`config.mk`:
```
export PLATFORM = sky130hd
export DESIGN_NAME = tccs_top
export DESIGN_NICKNAME = d
export VERILOG_FILES = /design/src/rtl/tccs_chan.v /design/src/rtl/tccs_top.v
export VERILOG_INCLUDE_DIRS = /design/src /design/src/rtl
export SDC_FILE = /design/constraint.sdc
export NUM_CORES = 1
export LEC_CHECK = 0
export BUFFER_PORTS_ARGS = -buffer_cell sky130_fd_sc_hd__clkbuf_2
export CAP_MARGIN = 20
export CORE_ASPECT_RATIO = 0.5
export CORE_UTILIZATION = 34
export DETAILED_ROUTE_END_ITERATION = 6
export HOLD_SLACK_MARGIN = 0.03
export PLACE_DENSITY = 0.55
export SLEW_MARGIN = 15
export SYNTH_ARGS = -nofsm -noshare
export SYNTH_HDL_FRONTEND = slang
export SYNTH_SLANG_ARGS = --single-unit
```
`constraint.sdc`:
```
create_clock -name i_clk -period 2.83 [get_ports i_clk]
set_input_delay 0.4245 -clock i_clk [delete_from_list [all_inputs] [get_ports i_clk]]
set_output_delay 0.4245 -clock i_clk [all_outputs]
set_load 0.005 [all_outputs]
```
`src/rtl/tccs_consts.vh`:
```
`ifndef TCCS_CONSTS_VH
`define TCCS_CONSTS_VH

// register offsets on the plain register port
`define TCCS_OFS_CTL0 5'h00
`define TCCS_OFS_RUN 5'h05
`define TCCS_OFS_PHASE 5'h06
`define TCCS_OFS_CNT0 5'h10
`define TCCS_OFS_CNT_LAST 5'h19

// counter_control field positions and reset value
`define TCCS_CTL_RESET 8'h00
`define TCCS_CLR_HI 7
`define TCCS_CLR_LO 5
`define TCCS_EDGE_HI 4
`define TCCS_EDGE_LO 3
`define TCCS_CLK_HI 2
`define TCCS_CLK_LO 0
`define TCCS_CH12_MASK 8'h7F

// clear field low-bit codes
`define TCCS_CLR_NONE 2'h0
`define TCCS_CLR_A 2'h1
`define TCCS_CLR_B 2'h2
`define TCCS_CLR_SYNC 2'h3

// clock select codes
`define TCCS_CK_DIV1 3'h0
`define TCCS_CK_DIV4 3'h1
`define TCCS_CK_DIV16 3'h2
`define TCCS_CK_DIV64 3'h3
`define TCCS_CK_EXTA 3'h4
`define TCCS_CK_EXTB 3'h5
`define TCCS_CK_CODE6 3'h6
`define TCCS_CK_CODE7 3'h7

// prescaler bit whose level is the divided clock
`define TCCS_PRE_WIDTH 10
`define TCCS_PRE_DIV4 1
`define TCCS_PRE_DIV16 3
`define TCCS_PRE_DIV64 5
`define TCCS_PRE_DIV256 7
`define TCCS_PRE_DIV1024 9

`define TCCS_CNT_WIDTH 16
`define TCCS_CNT_MAX 16'hFFFF
`define TCCS_NCH 5

`endif

```
`src/rtl/tccs_chan.v`:
```
`include "tccs_consts.vh"

module tccs_chan (
	input wire i_clk,
	input wire i_rst_n,
	input wire i_run,
	input wire [4:0] i_edge_ctl,
	input wire i_direct,
	input wire i_src,
	input wire i_phase_mode,
	input wire i_phase_step,
	input wire i_clear,
	output reg [`TCCS_CNT_WIDTH-1:0] o_count,
	output reg o_overflow
);

reg prev_src;
reg tick;
wire rise;
wire fall;

assign rise = i_src & ~prev_src;
assign fall = ~i_src & prev_src;

always @* begin
	tick = 1'b0;
	if (i_run) begin
		if (i_phase_mode) begin
			tick = i_phase_step;
		end else if (i_direct) begin
			tick = i_src;
		end else if (i_edge_ctl[4]) begin
			tick = rise | fall;
		end else if (i_edge_ctl[3]) begin
			tick = fall;
		end else begin
			tick = rise;
		end
	end
end

always @(posedge i_clk or negedge i_rst_n) begin
	if (!i_rst_n) begin
		prev_src <= 1'b0;
		o_count <= {`TCCS_CNT_WIDTH{1'b0}};
		o_overflow <= 1'b0;
	end else begin
		prev_src <= i_src;
		o_overflow <= tick & (o_count == `TCCS_CNT_MAX) & ~i_clear;
		if (i_clear) begin
			o_count <= {`TCCS_CNT_WIDTH{1'b0}};
		end else if (tick) begin
			o_count <= o_count + 1'b1;
		end
	end
end

endmodule // tccs_chan

```
`src/rtl/tccs_top.v`:
```
// Summary of operation
// - five 8-bit read/write counter control registers, one per channel 0 to 4.
// - bits 7 to 5 select the event that clears the channel counter.
// - bits 4 to 3 select rising (00), falling (01) or both (1X) counting edges.
// - with both edges selected every rising and falling edge counts.
// - channels 1 and 2 in phase counting mode ignore the edge field.
// - edge selection on internal clocks applies for divide-by-four and slower.
// - with undivided clock or channel overflow the edge field is stored but acts as 00.
// - bits 2 to 0 select each channel's counter clock source independently.
// - clear codes x00 none, 001/010 on A/B, 101/110 on C/D, x11 with lockstep channels.
// - a C or D register used as buffer never clears the counter.
// - on channels 1 and 2 bit 7 reads zero and ignores writes.
// - clock codes 000 to 011 pick divide by 1, 4, 16, 64, 100 to 111 the pins, but channel 1 has 110 /256, 111 channel 2 overflow, channel 2 has 111 /1024.
//
// The placing of the registers and strobed register access are this design's own decisions.
`include "tccs_consts.vh"

module tccs_top (
	input wire i_clk,
	input wire i_rst_n,
	input wire [4:0] i_addr,
	input wire [7:0] i_wdata,
	input wire i_wr,
	input wire i_rd,
	output reg [7:0] o_rdata,
	input wire [3:0] i_ext_clock_in,
	input wire [4:0] i_match_a,
	input wire [4:0] i_match_b,
	input wire [4:0] i_match_c,
	input wire [4:0] i_match_d,
	input wire [4:0] i_buffer_c,
	input wire [4:0] i_buffer_d,
	input wire [4:0] i_lockstep,
	input wire [1:0] i_phase_step,
	output wire [4:0] o_overflow
);

////////////////////////////////////////////////////////////////////////////////
// storage

reg [7:0] counter_control [0:`TCCS_NCH-1];
reg [4:0] run;
reg [1:0] phase_mode;
reg [`TCCS_PRE_WIDTH-1:0] prescale;
wire [`TCCS_CNT_WIDTH-1:0] channel_counter [0:`TCCS_NCH-1];
reg [4:0] own_clear;
reg [4:0] clear;
reg [4:0] direct;
reg [4:0] src;
reg [7:0] next_rdata;
integer k;
integer m;

////////////////////////////////////////////////////////////////////////////////
// functions

// clock source mux per channel
// returns {direct, level}; direct sources count every high cycle
function [1:0] src_sel;
	input [2:0] ch;
	input [2:0] code;
	input [`TCCS_PRE_WIDTH-1:0] pre;
	input [3:0] ext;
	input ovf2;
	begin
		case (code)
			`TCCS_CK_DIV1: src_sel = {1'b1, 1'b1};
			`TCCS_CK_DIV4: src_sel = {1'b0, pre[`TCCS_PRE_DIV4]};
			`TCCS_CK_DIV16: src_sel = {1'b0, pre[`TCCS_PRE_DIV16]};
			`TCCS_CK_DIV64: src_sel = {1'b0, pre[`TCCS_PRE_DIV64]};
			`TCCS_CK_EXTA: src_sel = {1'b0, ext[0]};
			`TCCS_CK_EXTB: src_sel = {1'b0, ext[1]};
			`TCCS_CK_CODE6: begin
				if (ch == 3'h1) begin
					src_sel = {1'b0, pre[`TCCS_PRE_DIV256]};
				end else begin
					src_sel = {1'b0, ext[2]};
				end
			end
			`TCCS_CK_CODE7: begin
				if (ch == 3'h1) begin
					src_sel = {1'b1, ovf2};
				end else if (ch == 3'h2) begin
					src_sel = {1'b0, pre[`TCCS_PRE_DIV1024]};
				end else begin
					src_sel = {1'b0, ext[3]};
				end
			end
			default: src_sel = 2'h0;
		endcase
	end
endfunction

function own_clr;
	input [2:0] code;
	input ma;
	input mb;
	input mc;
	input md;
	input bc;
	input bd;
	begin
		case (code[1:0])
			`TCCS_CLR_A: begin
				own_clr = code[2] ? (mc & ~bc) : ma;
			end
			`TCCS_CLR_B: own_clr = code[2] ? (md & ~bd) : mb;
			default: own_clr = 1'b0;
		endcase
	end
endfunction

////////////////////////////////////////////////////////////////////////////////
// prescaler, free running so every channel sees the same phase

always @(posedge i_clk or negedge i_rst_n) begin
	if (!i_rst_n) begin
		prescale <= {`TCCS_PRE_WIDTH{1'b0}};
	end else begin
		prescale <= prescale + 1'b1;
	end
end

////////////////////////////////////////////////////////////////////////////////
// source and clear selection

always @* begin
	own_clear = 5'h00;
	clear = 5'h00;
	direct = 5'h00;
	src = 5'h00;
	for (k = 0; k < `TCCS_NCH; k = k + 1) begin
		own_clear[k] = own_clr(counter_control[k][`TCCS_CLR_HI:`TCCS_CLR_LO],
			i_match_a[k], i_match_b[k], i_match_c[k], i_match_d[k],
			i_buffer_c[k], i_buffer_d[k]);
		{direct[k], src[k]} = src_sel(k[2:0],
			counter_control[k][`TCCS_CLK_HI:`TCCS_CLK_LO],
			prescale, i_ext_clock_in, o_overflow[2]);
	end
	for (k = 0; k < `TCCS_NCH; k = k + 1) begin
		if (counter_control[k][`TCCS_CLR_LO+1:`TCCS_CLR_LO] == `TCCS_CLR_SYNC) begin
			clear[k] = i_lockstep[k] & |(own_clear & i_lockstep & ~(5'h01 << k));
		end else begin
			clear[k] = own_clear[k];
		end
	end
end

////////////////////////////////////////////////////////////////////////////////
// channels

genvar g;
generate
	for (g = 0; g < `TCCS_NCH; g = g + 1) begin : g_ch
		tccs_chan u_chan (
			.i_clk(i_clk),
			.i_rst_n(i_rst_n),
			.i_run(run[g]),
			.i_edge_ctl(counter_control[g][`TCCS_EDGE_HI:0]),
			.i_direct(direct[g]),
			.i_src(src[g]),
			.i_phase_mode((g == 1) ? phase_mode[0] : ((g == 2) ? phase_mode[1] : 1'b0)),
			.i_phase_step((g == 1) ? i_phase_step[0] : ((g == 2) ? i_phase_step[1] : 1'b0)),
			.i_clear(clear[g]),
			.o_count(channel_counter[g]),
			.o_overflow(o_overflow[g])
		);
	end
endgenerate

////////////////////////////////////////////////////////////////////////////////
// register port
// writes while a counter runs take effect at once; software should stop first

always @(posedge i_clk or negedge i_rst_n) begin
	if (!i_rst_n) begin
		for (m = 0; m < `TCCS_NCH; m = m + 1) begin
			counter_control[m] <= `TCCS_CTL_RESET;
		end
		run <= 5'h00;
		phase_mode <= 2'h0;
	end else if (i_wr) begin
		if (i_addr < `TCCS_OFS_RUN) begin
			// bit 7 fixed low on channels 1, 2
			if (i_addr == 5'h01 || i_addr == 5'h02) begin
				counter_control[i_addr[2:0]] <= i_wdata & `TCCS_CH12_MASK;
			end else begin
				counter_control[i_addr[2:0]] <= i_wdata;
			end
		end else if (i_addr == `TCCS_OFS_RUN) begin
			run <= i_wdata[4:0];
		end else if (i_addr == `TCCS_OFS_PHASE) begin
			phase_mode <= i_wdata[1:0];
		end
	end
end

always @* begin
	next_rdata = 8'h00;
	if (i_addr < `TCCS_OFS_RUN) begin
		next_rdata = counter_control[i_addr[2:0]];
	end else if (i_addr == `TCCS_OFS_RUN) begin
		next_rdata = {3'h0, run};
	end else if (i_addr == `TCCS_OFS_PHASE) begin
		next_rdata = {6'h00, phase_mode};
	end else if (i_addr >= `TCCS_OFS_CNT0 && i_addr <= `TCCS_OFS_CNT_LAST) begin
		if (i_addr[0]) begin
			next_rdata = channel_counter[i_addr[3:1]][15:8];
		end else begin
			next_rdata = channel_counter[i_addr[3:1]][7:0];
		end
	end
end

// read data valid only in the cycle after the strobe
always @(posedge i_clk or negedge i_rst_n) begin
	if (!i_rst_n) begin
		o_rdata <= 8'h00;
	end else if (i_rd) begin
		o_rdata <= next_rdata;
	end else begin
		o_rdata <= 8'h00;
	end
end

endmodule // tccs_top

```
# == Word-level counts from Yosys, hierarchy flattened ==
# Index checks and enable logic that the tools add are counted.
# totals
wordCells,260
out_inout_bits,13
regBits,155
# classes
reduce_logical,21
magnitude_cmp,6
n_addsub,6
n_eq_ne,59
bitwise,70
n_mux,74
# op_table
cell,n
two-way mux 16 bit,12
adder 16 x 1 -> 16 bit (second input constant),5
bitwise mux 40 bit,2
equality test 16 bit (second input constant),5
case mux 2 bit (8 select lines),5
two-way mux 8 bit,9
equality test 3 bit (second input constant),20
binary-select mux 16 bit (select 3 bit),1
two-way mux 40 bit,1
two-way mux 1 bit,37
AND 1 bit,35
equality test 3 x 2 -> 1 bit (second input constant),10
inverter 1 bit,27
binary-select mux 8 bit (select 3 bit),1
demux 8 bit (select 3 bit),1
equality test 2 bit (second input constant),10
OR reduction 4 bit,5
equality test 3 x 1 -> 1 bit (second input constant),5
zero test 3 bit,5
adder 10 x 1 -> 10 bit (second input constant),1
equality test 2 x 1 -> 1 bit (second input constant),5
equality test 5 x 3 -> 1 bit (second input constant),2
case mux 1 bit (2 select lines),5
nonzero test 2 bit,5
15 further kinds,22

# == Depth between registers and ports, before layout ==
# logic_depth
depth_word,11
ltp_mapped,14
ltp_nobuf,11

# == By module ==
# Synthesis repeated with hierarchy kept, for this count alone.
# unflattened
cells_unflattened,915
hier_area_um2,9620.5
# modules_own_cells
mod,n_inst,cells_per_inst,area_each_um2
tccs_chan,5,109,1031.0
tccs_top,1,370,4465.5

# == Worst setup path after synthesis ==
# Ideal clock, no wire load.
# synth_path
path_type,flip-flop to flip-flop
from,register with a tool-made name
to,register g_ch[1].u_chan.o_count[9]
path_slack_ns,0.047
path_buffers,2
arrival_time_ns,2.710
stages_incl_launch_ff,13
path_cell_list,dfrtp_1 -> buf_4 -> mux2_4 -> nand2_1 -> o21ai_0 -> a221o_1 -> ha_1 -> nand2_1 -> o21ai_0 -> a211o_2 -> buf_6 -> or4_4 -> a21oi_2
# synth_lines
element,line,rtl
"end signal, assigned",tccs_chan.v:45,o_count <= {`TCCS_CNT_WIDTH{1'b0}};
"end signal, assigned",tccs_chan.v:51,o_count <= {`TCCS_CNT_WIDTH{1'b0}};
"end signal, assigned",tccs_chan.v:53,o_count <= o_count + 1'b1;
"end, declared",tccs_chan.v:13,"output reg [`TCCS_CNT_WIDTH-1:0] o_count,"

==> impl_metrics.csv <==
group,metric,value,unit
synthesis,netlist_area,9260,µm²
timing,fmax,353,MHz
critical_path,max_stage_delay,0.51,ns
synthesis,async_flop_share,1.00,
power,p_leak,0.00474,µW
timing,worst_pin_slew,1.13,ns
power,power_density,668,nW/µm²
detailed_routing,drtIter0Drc,675,
timing,drv_slew,0,
synthesis,ys_seq_area_frac,0.419,
timing,layout_setup_ws,0.000742,ns
synthesis,synth_ff_type,"dfrtp_1",
timing,relSlewSlack,0.238,
critical_path,crit_slowest_cell,"or4_4",
critical_path,cp_cell_sequence,"mux2_4, nand2_2, o21ai_1, a221o_1, inv_1, ha_2, mux2_4, o21ai_4, a211o_4, or4_4, a21oi_2",
floorplan,core_area,26600,µm²
critical_path,worstSetupStartpointType,"flop",
detailed_routing,wl,26.1,mm
cells_and_area,num_antenna_cells,0,
synthesis,syn_inst,865,
synthesis,synth-edff-count,0,
cts,htree_levels,4,
critical_path,cp_data_required_time,3.21,ns
global_route,grt_pass1_vias,7235,
global_route,gr-usage-all-layers,0.194,
cts,cts_sinks,155,
synthesis,ys_warn_count,0,
detailed_routing,route.detailed.drc,0,
global_route,grt_max_degree,77,
synthesis,synth.avg_cell_area,10.7,µm²
timing,fin_skew,0.0104,ns
floorplan,ios,71,
detailed_routing,drt-vias-per-instance,5.48,
timing,final.setup.tns,0,ns
cts,cts_buffers,17,
cells_and_area,nets,1045,
timing,fin_crit_sh,1.00,
timing,setup_violations,0,
floorplan,chipWidth,235,µm
detailed_routing,first_pass_iters,5,
critical_path,cp_max_fo,6,
cells_and_area,drive_gt1_frac,0.280,
cts,tritoncts,"yes",
cts,clockBufferDepth,2,
cts,clk_pin_slew,0.06,ns
hold_path,hold_path.class,"primary input to flop",
detailed_routing,vias,7239,
floorplan,die-area,27900,µm²
synthesis,synth_fp_nets,954,
floorplan,initial_core_util,0.348,
critical_path,cp_common_cell,"mux2_4",
run_status,status,"complete, no violations",
floorplan,die_h,119,µm
detailed_routing,post_drt_wl_per_cell,19.7,µm
place,hpwl,18.7,mm
timing,rsz0062_at_grt,"true",
synthesis,ys_seq_elements,155,
cts,root_buffer,"clkbuf_16",
global_route,grt.overflow.total,0,
flow_run,maxCapViolations,0,
global_route,grt_pass1_wl,41.3,mm
place,pre_cts_ws,-0.168,ns
floorplan,fp-row-count,42,
power,ir_drop,0.359,mV
cells_and_area,fillerInstances,2574,
cts,clk_latency,0.45,ns
synthesis,yosysUniqueCellTypes,62,
timing,min_period,2.83,ns
cells_and_area,area_growth_syn_to_layout,18.6,%
critical_path,arrival,3.21,ns
critical_path,cp-end-kind,"flop",
place,place_congestion,0.840,
detailed_routing,drt.antenna.violating_nets,0,
timing,hold_viol_final,0,
critical_path,criticalPathCategory,"flop to flop",
global_route,antenna_found_initial,0,
place,io_buffers,70,
cells in the final DEF, fill, tap and decap left out, types with 5 or more instances in the layout:
cell         n
a21oi_1     12
a21oi_2      9
a221oi_1    15
and3_1      20
and4_1       7
buf_4       40
clkbuf_16   17
clkbuf_2    69
dfrtp_1    154
ha_1        29
inv_1       36
mux2_2      45
mux2i_1     27
mux4_2      27
nand2_1     42
nand2b_1     9
nand3_1     37
nand3b_1    11
nand4_1     22
nor2_1      28
nor3_1      68
nor3_2      11
nor4_1       7
o211ai_1     8
o21ai_0     22
o22ai_1      7
o31ai_1      7
or3_1       10
or4_1        5
or4_4        8
xnor2_1     40
xor2_1      28
repair_timing:
action                                  CTS  global route
gates resized for setup                   9            27
cloned                                    2             0
pin swaps                                 3            12
hold buffers                              1             0
buffers inserted                          0             2
hold endpoints to repair                 33             0
endpoints found under the setup margin   12            22
power by group:
group          switching [µW]  internal, µW
Combinational            1030           859
Sequential                418          2530
Clock                     935          1570
Total                    2380          4960
path summary, 6_finish.rpt:
kind | depth (start not counted) | startpoint | slack (ns) | endpoint
min in group asynchronous | 2 | i_rst_n | 0.45 | g_ch[4].u_chan.o_count[8]$_DFFE_PN0P_
hold reg to reg | 1 | prescale[4]$_DFF_PN0_ | 0.47 | prescale[4]$_DFF_PN0_
setup reg to reg | 11 | flop | 0.0007 | g_ch[1].u_chan.o_count[8]$_DFFE_PN0P_
setup / recovery | 11 | flop | 0.0007 | g_ch[1].u_chan.o_count[8]$_DFFE_PN0P_
max in group asynchronous | 3 | i_rst_n | 1.47 | async pin
hold / removal | 2 | i_rd | 0.22 | o_rdata[7]$_DFF_PN0_
per-stage QoR:
stage / power [µW] / area (µm²) / std cells / hold slack (ns) / utilization
after floorplan: 4050 / 9260 / 865 / 0.129 / -
after global placement: 4670 / 10100 / 1283 / 0.353 / 0.381
after detailed placement: 4740 / 10100 / 1283 / 0.352 / 0.381
after CTS: 7310 / 10800 / 1318 / 0.213 / 0.408
after global routing: 7740 / 11000 / 1321 / 0.211 / 0.413
final: 7340 / 11000 / 1321 / 0.224 / 0.413
area by class of cell:
| class | instances | area, µm² | share of cell area |
|---|---|---|---|
| Multi-Input combinational cell | 631 | 5170 | 0.471 |
| Sequential cell | 155 | 3880 | 0.353 |
| Timing Repair Buffer | 115 | 723 | 0.0659 |
| Clock buffer | 25 | 495 | 0.0451 |
| Tap cell | 352 | 440 | 0.0401 |
| Clock inverter | 7 | 135 | 0.0123 |
| Inverter | 36 | 135 | 0.0123 |
cell usage after synthesis, types with 3 or more instances:
cell type	count	share of area
nor2_1	28	0.011
a21oi_2	3	0.0028
mux2_2	46	0.056
a311oi_1	4	0.0038
or2_2	3	0.0020
or3_1	10	0.0068
o21ai_0	24	0.013
dfrtp_1	155	0.42
xnor2_1	40	0.038
and4_1	7	0.0066
nand2_1	44	0.018
nand2b_1	9	0.0061
nand3_1	37	0.020
or4_1	11	0.0089
mux4_2	27	0.066
a21oi_1	18	0.0097
a221oi_1	15	0.014
nor3_2	10	0.011
xor2_1	28	0.026
ha_1	31	0.042
nor3b_1	3	0.0024
nor3_1	69	0.037
o31ai_1	10	0.0081
buf_1	6	0.0024
buf_2	18	0.0097
o22ai_1	7	0.0047
nor4_1	8	0.0054
nor4b_1	6	0.0057
nor2b_1	4	0.0027
buf_4	6	0.0049
a21boi_0	3	0.0024
nand3b_1	11	0.0089
and3_1	20	0.014
mux2i_1	27	0.029
o21a_1	3	0.0024
nand4_1	22	0.015
and2_1	4	0.0027
buf_6	5	0.0061
clkbuf_1	10	0.0041
a21o_1	4	0.0032
inv_1	36	0.015
o211ai_1	8	0.0065
per-layer routing:
metal,share of wire,track usage
met1,0.50,0.290
met4,0.018,0.0666
met3,0.053,0.0448
met5,0,0
met2,0.43,0.273
worst max-delay path: cells and delay by family, from the launching register on:
family	cells	cell delay, ns
compound gates	5	1.10
mux	2	0.46
simple gates	2	0.57
buf+inv	1	0.08
fa+ha+maj	1	0.15
flops	1	0.39
logic make-up after synthesis:
| group | count (synthesis) | share of synthesized area |
|---|---|---|
| and+or+nand+nor | 312 | 0.190 |
| DFF | 155 | 0.419 |
| AOI/OAI and AO/OA | 117 | 0.0904 |
| muxes | 101 | 0.152 |
| buffers and inverters | 81 | 0.0417 |
| xor gates and xnor gates | 68 | 0.0643 |
| adders and majority gates | 31 | 0.0419 |
No activity file was read; power rests on OpenSTA's default activity.
